===== config.mk =====
export PLATFORM = sky130hd
export DESIGN_NAME = uv_fault_handler
export DESIGN_NICKNAME = d
export VERILOG_FILES = /design/src/design/uv_fault_pkg.sv /design/src/design/uv_threshold_cmp.sv /design/src/design/uv_fault_handler.sv
export SDC_FILE = /design/constraint.sdc
export NUM_CORES = 1
export LEC_CHECK = 0
export ABC_AREA = 0
export BUFFER_PORTS_ARGS = -buffer_cell sky130_fd_sc_hd__buf_2
export CAP_MARGIN = 5
export CORE_AREA = 2 2 195 197
export CTS_CLUSTER_SIZE = 12
export DETAILED_ROUTE_END_ITERATION = 10
export DIE_AREA = 0 0 197 199
export GPL_TIMING_DRIVEN = 1
export MAX_ROUTING_LAYER = met4
export SLEW_MARGIN = 30
export SYNTH_ARGS = -nofsm -noshare
export SYNTH_HDL_FRONTEND = slang
export SYNTH_SLANG_ARGS = --single-unit

===== constraint.sdc =====
create_clock -name clk -period 17.45 [get_ports clk]
set_input_delay 2.6175 -clock clk [delete_from_list [all_inputs] [get_ports clk]]
set_output_delay 2.6175 -clock clk [all_outputs]
set_load 0.02 [all_outputs]

===== src/design/uv_fault_pkg.sv =====
// constants, codes and decode helpers for the output undervoltage fault handler
// assumes a command decoder that turns host transactions into single-cycle register strobes
package uv_fault_pkg;
    // command codes of the two registers
    localparam logic [7:0]  CMD_UV_THRESHOLD = 8'h44;
    localparam logic [7:0]  CMD_UV_ACTION    = 8'h45;
    // reset values; the fraction is held with a weight of 2^-9
    localparam logic [15:0] UV_THRESHOLD_RST = 16'h01C0;
    localparam logic [7:0]  UV_ACTION_RST    = 8'h80;
    localparam int          LIN_EXP_SHIFT    = 9;
    localparam int          PROD_W           = 32;
    // action field positions
    localparam int          RESP_HI          = 7;
    localparam int          RESP_LO          = 6;
    localparam int          RETRY_HI         = 5;
    localparam int          RETRY_LO         = 3;
    localparam int          DLY_HI           = 2;
    localparam int          DLY_LO           = 0;
    // response codes; the top bit alone marks an immediate shutdown
    localparam logic [1:0]  RESP_IGNORE      = 2'h0;
    localparam logic [1:0]  RESP_AFTER_DELAY = 2'h1;
    localparam int          RESP_NOW_BIT     = 1;
    localparam logic [2:0]  RETRY_NONE       = 3'h0;
    localparam logic [2:0]  RETRY_FOREVER    = 3'h7;
    // delay field decode
    localparam logic [2:0]  DLY_CODE_MID     = 3'h2;
    localparam logic [2:0]  DLY_CODE_HIGH    = 3'h5;
    localparam logic [2:0]  DLY_PER_SHORT    = 3'h1;
    localparam logic [2:0]  DLY_PER_MID      = 3'h3;
    localparam logic [2:0]  DLY_PER_LONG     = 3'h7;
    localparam logic [2:0]  HIC_MULT_MIN     = 3'h1;
    localparam int          RAMP_W           = 16;
    localparam int          HIC_W            = 19;

    typedef enum logic [2:0] {
        ST_OFF    = 3'h0,
        ST_RUN    = 3'h1,
        ST_DELAY  = 3'h3,
        ST_RESTART_INTERVAL = 3'h2,
        ST_LATCH  = 3'h6
    } state_e;

    function automatic logic [2:0] shutdown_periods(input logic [2:0] code);
        if (code < DLY_CODE_MID) begin
            return DLY_PER_SHORT;
        end else if (code < DLY_CODE_HIGH) begin
            return DLY_PER_MID;
        end
        return DLY_PER_LONG;
    endfunction

    function automatic logic [2:0] restart_interval_mult(input logic [2:0] code);
        return (code < DLY_CODE_MID) ? HIC_MULT_MIN : code;
    endfunction
endpackage


===== src/design/uv_threshold_cmp.sv =====
// scales the stored fraction onto the live output target and compares the measured output
// assumes target and measurement come from logic on the same clock, both with weight 2^-9
`timescale 1ns/10ps
module uv_threshold_cmp (
    input  wire logic        clk,
    input  wire logic        rst_b,
    input  wire logic [15:0] vout_target,
    input  wire logic [15:0] threshold,
    input  wire logic [15:0] vout_meas,
    output logic             uv_detect
);
    import uv_fault_pkg::*;

    typedef struct packed {
        logic [15:0] trip;
        logic        det;
    } cmp_s;

    cmp_s                s_ff;
    cmp_s                nxt_s;
    logic [PROD_W-1:0]   prod;

    // product recomputed every cycle so the trip level follows target changes
    assign prod = {16'h0000, vout_target} * {16'h0000, threshold};

    always_comb begin
        nxt_s      = s_ff;
        nxt_s.trip = prod[LIN_EXP_SHIFT +: 16];
        nxt_s.det  = vout_meas < s_ff.trip;
    end

    always_ff @(posedge clk) begin
        if (!rst_b) begin
            s_ff <= '0;
        end else begin
            s_ff <= nxt_s;
        end
    end

    assign uv_detect = s_ff.det;
endmodule


===== src/design/uv_fault_handler.sv =====
// output undervoltage fault handler: threshold and action registers, response, retry, restart_interval
// assumes strobes, pwm tick, ramp time and measurements all arrive on clk
//
// Summary of operation
// - threshold register is 16-bit unsigned, output-voltage linear format, exponent -9
// - trip level is a fraction of the live output target and follows it
// - every response code drives alert low and sets the undervoltage status bit
// - code 00 ignores, 01 shuts down after delay, 10 shuts down at once
// - retry 000 never restarts; output stays off until faults are cleared
// - retry 1 to 6 restarts that often, then stays off until reset
// - retry 111 restarts without limit until disabled or another fault
// - delay codes 0-1 give 1, 2-4 give 3, 5-7 give 7 pwm periods
// - restart_interval is one ramp time for codes 0-1, else code times ramp time
`timescale 1ns/10ps
module uv_fault_handler (
    input  wire logic                       clk,
    input  wire logic                       rst_b,
    input  wire logic                       cmd_wr,
    input  wire logic                       cmd_rd,
    input  wire logic [7:0]                 cmd_code,
    input  wire logic [15:0]                cmd_wdata,
    input  wire logic                       clear_faults,
    input  wire logic                       output_on,
    input  wire logic                       other_fault,
    input  wire logic                       pwm_tick,
    input  wire logic [uv_fault_pkg::RAMP_W-1:0] output_ramp_up_time,
    input  wire logic [15:0]                vout_target,
    input  wire logic [15:0]                vout_meas,
    output logic                            alert_output_b,
    output logic                            uv_fault_flag,
    output logic                            stage_enable,
    output logic [15:0]                     rd_data,
    output logic                            rd_valid
);
    import uv_fault_pkg::*;

    typedef struct packed {
        logic [15:0]      threshold;
        logic [7:0]       action;
        state_e           st;
        logic [2:0]       dly_cnt;
        logic [HIC_W-1:0] hic_cnt;
        logic [2:0]       tries;
        logic             hard_latch;
        logic             uv_status;
        logic             alert_b;
        logic             stage_en;
        logic [15:0]      rdata;
        logic             rvalid;
    } hdl_s;

    hdl_s             s_ff;
    hdl_s             nxt_s;
    logic             uv_det;
    logic [1:0]       resp;
    logic [2:0]       retry;
    logic [2:0]       dly_code;
    logic [2:0]       dly_len;
    logic [HIC_W-1:0] hic_len;
    logic             running;
    logic             fault_ev;
    logic             shut_req;

    uv_threshold_cmp u_cmp (
        .clk         (clk),
        .rst_b       (rst_b),
        .vout_target (vout_target),
        .threshold   (s_ff.threshold),
        .vout_meas   (vout_meas),
        .uv_detect   (uv_det)
    );

    assign resp     = s_ff.action[RESP_HI:RESP_LO];
    assign retry    = s_ff.action[RETRY_HI:RETRY_LO];
    assign dly_code = s_ff.action[DLY_HI:DLY_LO];
    assign dly_len  = shutdown_periods(dly_code);
    // a zero ramp time still yields a one-cycle restart_interval through the compare below
    assign hic_len  = HIC_W'({16'h0000, restart_interval_mult(dly_code)} * {3'h0, output_ramp_up_time});
    assign running  = (s_ff.st == ST_RUN) || (s_ff.st == ST_DELAY);
    assign fault_ev = running && uv_det;
    assign shut_req = (s_ff.st == ST_RUN) && uv_det && resp[RESP_NOW_BIT];

    always_comb begin
        nxt_s        = s_ff;
        nxt_s.rvalid = 1'b0;

        if (cmd_wr && cmd_code == CMD_UV_THRESHOLD) begin
            nxt_s.threshold = cmd_wdata;
        end
        if (cmd_wr && cmd_code == CMD_UV_ACTION) begin
            nxt_s.action = cmd_wdata[7:0];
        end
        if (cmd_rd) begin
            nxt_s.rvalid = 1'b1;
            case (cmd_code)
                CMD_UV_THRESHOLD: nxt_s.rdata = s_ff.threshold;
                CMD_UV_ACTION:    nxt_s.rdata = {8'h00, s_ff.action};
                default:          nxt_s.rdata = 16'h0000;
            endcase
        end

        // a fault in the same cycle as a clear keeps the flag set
        nxt_s.uv_status = (s_ff.uv_status && !clear_faults) || fault_ev;
        nxt_s.alert_b   = !nxt_s.uv_status;

        case (s_ff.st)
            ST_OFF: begin
                nxt_s.dly_cnt = 3'h0;
                if (output_on && !s_ff.hard_latch) begin
                    nxt_s.st = ST_RUN;
                end
            end
            ST_RUN: begin
                nxt_s.dly_cnt = 3'h0;
                if (uv_det && resp == RESP_AFTER_DELAY) begin
                    nxt_s.st = ST_DELAY;
                end
            end
            ST_DELAY: begin
                if (pwm_tick) begin
                    nxt_s.dly_cnt = s_ff.dly_cnt + 3'h1;
                end
            end
            ST_RESTART_INTERVAL: begin
                nxt_s.hic_cnt = s_ff.hic_cnt + HIC_W'(1);
                if (s_ff.hic_cnt + HIC_W'(1) >= hic_len) begin
                    nxt_s.st = ST_RUN;
                end
            end
            ST_LATCH: begin
                // soft latch leaves on a clear, the retry-exhausted latch only on reset
                if (clear_faults && !s_ff.hard_latch) begin
                    nxt_s.st = ST_OFF;
                end
            end
            default: begin
                nxt_s.st = ST_OFF;
            end
        endcase

        // shutdown from the immediate path or at the end of the delay
        if (shut_req || (s_ff.st == ST_DELAY && pwm_tick && s_ff.dly_cnt + 3'h1 >= dly_len)) begin
            nxt_s.hic_cnt = '0;
            if (retry == RETRY_NONE) begin
                nxt_s.st = ST_LATCH;
            end else if (retry == RETRY_FOREVER) begin
                nxt_s.st = ST_RESTART_INTERVAL;
            end else if (s_ff.tries < retry) begin
                nxt_s.st    = ST_RESTART_INTERVAL;
                nxt_s.tries = s_ff.tries + 3'h1;
            end else begin
                nxt_s.st         = ST_LATCH;
                nxt_s.hard_latch = 1'b1;
            end
        end

        // another fault or a disable ends any retry sequence
        if (other_fault && s_ff.st != ST_OFF && s_ff.st != ST_LATCH) begin
            nxt_s.st = ST_LATCH;
        end else if (!output_on && s_ff.st != ST_LATCH) begin
            nxt_s.st    = ST_OFF;
            nxt_s.tries = 3'h0;
        end

        nxt_s.stage_en = (nxt_s.st == ST_RUN) || (nxt_s.st == ST_DELAY);
    end

    always_ff @(posedge clk) begin
        if (!rst_b) begin
            s_ff           <= '0;
            s_ff.threshold <= UV_THRESHOLD_RST;
            s_ff.action    <= UV_ACTION_RST;
            s_ff.st        <= ST_OFF;
            s_ff.alert_b   <= 1'b1;
        end else begin
            s_ff <= nxt_s;
        end
    end

    assign alert_output_b = s_ff.alert_b;
    assign uv_fault_flag  = s_ff.uv_status;
    assign stage_enable   = s_ff.stage_en;
    assign rd_data        = s_ff.rdata;
    assign rd_valid       = s_ff.rvalid;
endmodule


==> results by group <==
Outcome
  – Status: finished, final reports clean

Global route
  – Largest net degree at the start of global routing: 43
  – GRT Residual Overflow: 0
  – Vias in the first global route: 10195
  – Initial antenna violation count: 0
  – First-pass GRT wire length: 51930 µm
  – Global-route total usage across every layer: 0.1734

Timing
  – Setup tns final: 0 ns
  – Relative slew margins: 0.4241
  – Final slew viol count: 0
  – Final min period: 8.222 ns
  – F_max: 121.6 MHz
  – Unrepaired setup endpoints after global routing: false
  – Final Hold Viols: 0
  – Final period util: 0.4712
  – Worst-margin pin slew: 0.8626 ns
  – Layout Skew: 0.01251 ns
  – Final setup viols: 0

Worst setup path
  – Classification of the worst setup path: in -> reg
  – WP data arrival: 8.45 ns
  – R2r worst-path depth: 19
  – Critical path launch point type: primary input
  – R2R Setup Slk: 10.88 ns
  – R2R Path End: u_cmp.s_ff[15]
  – Setup crit end kind: register
  – Worst-path maximum fanout: 16
  – Worst EP required: 17.68 ns
  – R2r startpoint: s_ff[63]

Route
  – Initial drt markers: 462
  – First drt pass iteration count: 5
  – Avg WL per Cell: 15.30 µm
  – Via count: 9943
  – Number of vias per cell: 4.896
  – Drc violations: 0
  – ANT nets after route: 0
  – Detailed Route WL: 31080 µm

Cells and area
  – NumNets Final: 1949
  – Util after Layout: 0.3740
  – Layout cells sized above 1: 0.08927
  – Layout filler cell count: 3894
  – # diodes: 0
  – Area grow syn2layout: 8.273%

Logic synthesis
  – Yosys warnings: 0
  – Synth Cell Area: 12830 µm²
  – Async SR Flop Fraction: 0
  – FF+latch count, synth: 90
  – Number of flops mapped to enable cells by yosys: 0
  – Synth area leaders: fa_1, dfxtp_1, ha_1
  – Yosys top cell by area: fa_1
  – Post-synth top area share: 0.2950
  – Primary FF master, synth: dfxtp_1
  – Synth cell types: 61
  – Mapped Nets: 1913
  – Mean Syn Cell Area: 8.460 µm²
  – Register area share after synthesis: 0.1405
  – Post-Synthesis Cells: 1516

Clock tree
  – H-tree levels: 3
  – Sink Count: 90
  – Postcts setup bufs: 0
  – Clock tree buffer depth: 2
  – Insertion delay to the later sink of the worst-skew pair: 0.37 ns
  – CTS resizes: 0
  – TritonCTS Buffers: 9
  – Reg clk slew, reported paths: 0.08 ns
  – CTS Root Cell: clkbuf_16
  – Post-CTS Hold Buffers: 0
  – CTS tree: yes

Worst hold path
  – Hold_sp: s_ff[44]
  – Hold Crit Class: reg -> reg
  – Hold endpoint: s_ff[44]
  – Hold Crit Depth: 2

Job
  – Maxcap violations: 0

Power
  – Peak VDD IR: 48.97 µV
  – PwrDens: 51.53 nW/µm²
  – Leakage power: 6.685 nW

Die
  – Die X: 197 µm
  – Initial Utilization: 0.3454
  – Die area: 39200 µm²
  – I/O pins: 100
  – Rows: 71
  – Core ar.: 37130 µm²
  – Chip height: 199 µm

Place
  – Global placement routability congestion: 0.8472
  – DPL Wire Length: 24990 µm
  – Number of port buffers: 99
[worst max-delay path: stages]
cell and delay [ns]:
buf_2 0.31, nand2_1 0.14, fa_1 0.57, inv_1 0.05
fa_1 0.56, fa_1 0.43, fa_1 0.49, inv_1 0.05
fa_1 0.53, inv_1 0.05, fa_1 0.47, ha_1 0.37
a211o_1 0.33, and4b_1 0.24, o21ai_0 0.15, o211ai_2 0.28
a311oi_4 0.18, a21o_1 0.23, a211oi_1 0.31, a2111oi_2 0.08
[synth_stat cells, types with 4 or more instances]
cell,number
a211oi_1,6
xnor2_1,40
nand3_1,17
nand4_1,8
mux2i_1,17
or3_1,5
nor3_1,12
a21o_1,19
xor2_1,33
ha_1,128
nand2b_1,8
a31oi_1,5
fa_1,189
inv_1,241
or2_2,4
a211o_1,4
o21ai_0,28
and2_1,104
nor2_1,95
nor2b_1,7
a22oi_1,7
clkbuf_1,61
dfxtp_1,90
a21oi_1,61
o21a_1,8
and3_1,6
nand2_1,258
buf_4,16
[final cells by class]
cell class	instances	area (µm²)	area share
Multi-Input combinational cell	1106	9761	0.7029
Timing Repair Buffer	104	533.0	0.03838
Tap cell	474	593.1	0.04271
Sequential cell	90	1802	0.1297
Clock buffer	9	225.2	0.01622
Inverter	241	904.6	0.06514
Clock inverter	7	68.82	0.004955
[worst max path at each step]
stage | from | endpoint | slack [ns] | cells past startpoint
floorplan | vout_target[6] | u_cmp.s_ff[15] | 9.25 | 20
detailed placement | vout_target[6] | u_cmp.s_ff[15] | 8.84 | 20
global route | vout_target[6] | u_cmp.s_ff[15] | 8.90 | 20
CTS | vout_target[6] | u_cmp.s_ff[15] | 9.21 | 20
finish | vout_target[6] | u_cmp.s_ff[15] | 9.23 | 20
global placement | vout_target[6] | u_cmp.s_ff[15] | 8.97 | 20
[sequential cells by signal, summed over array words and instances (netlist names)]
signal / flops
s_ff: 45
rd_valid: 1
u_cmp.s_ff: 16
rd_data: 16
retry: 3
u_cmp.uv_detect: 1
uv_fault_flag: 1
resp: 2
stage_enable: 1
alert_output_b: 1
dly_code: 3
[where the power goes]
| group | total [mW] | switching, mW | internal [mW] |
|---|---|---|---|
| clock | 0.200 | 0.0997 | 0.101 |
| combinational | 0.285 | 0.163 | 0.122 |
| sequential | 0.230 | 0.00785 | 0.223 |
[per-layer routing]
metal | GRT usage | vias up | routed length [µm]
met5 | - | - | 0
met4 | 0.07101 | 0 | 1098
met3 | 0.01543 | 61 | 1013
met2 | 0.2888 | 216 | 15280
met1 | 0.2178 | 4909 | 13680
li1 | - | 4757 | -
[kinds of logic (layout without fill, tap and decap cells)]
group	Yosys count	after routing	share of synthesized area
AOI/OAI and AO/OA	156	156	0.07755
and+or+nand+nor	542	542	0.1996
muxes	18	18	0.01414
buffers and inverters	320	361	0.09853
DFF	90	90	0.1405
adders and majority gates	317	317	0.4199
xor gates and xnor gates	73	73	0.04985
[through the flow]
| step | total power, mW | std cells | instance area, µm² | hold WS [ns] | setup slack, ns |
|---|---|---|---|---|---|
| after floorplan | 0.4475 | 1516 | 12830 | 0.4430 | 9.252 |
| after global placement | 0.5180 | 2015 | 13590 | 0.4657 | 8.966 |
| after detailed placement | 0.5228 | 2015 | 13590 | 0.4668 | 8.836 |
| after CTS | 0.7293 | 2031 | 13890 | 0.4801 | 9.214 |
| after global routing | 0.7802 | 2031 | 13890 | 0.5225 | 8.899 |
| final | 0.7155 | 2031 | 13890 | 0.4851 | 9.228 |
[layout by cell type (no fill, tap or decap), drive strengths merged, types with 3 or more instances in the layout]
cell type and n:
a21oi 61, or2 5, a2111oi 3, o211ai 3, or3 5, a211oi 6, nand2b 8, xor2 33
buf 104, a211o 4, o21a 8, a21o 19, mux2i 17, nor2b 7, inv 245, nor4 3
ha 128, and2 104, nand4 8, a31oi 5, a22oi 7, o21ai 28, clkbuf 9, xnor2 40
nand3 21, and3 7, nor3 13, nor2 96, dfxtp 90, nand2 258, fa 189
Note: power is estimated with default switching activity, not from simulation.
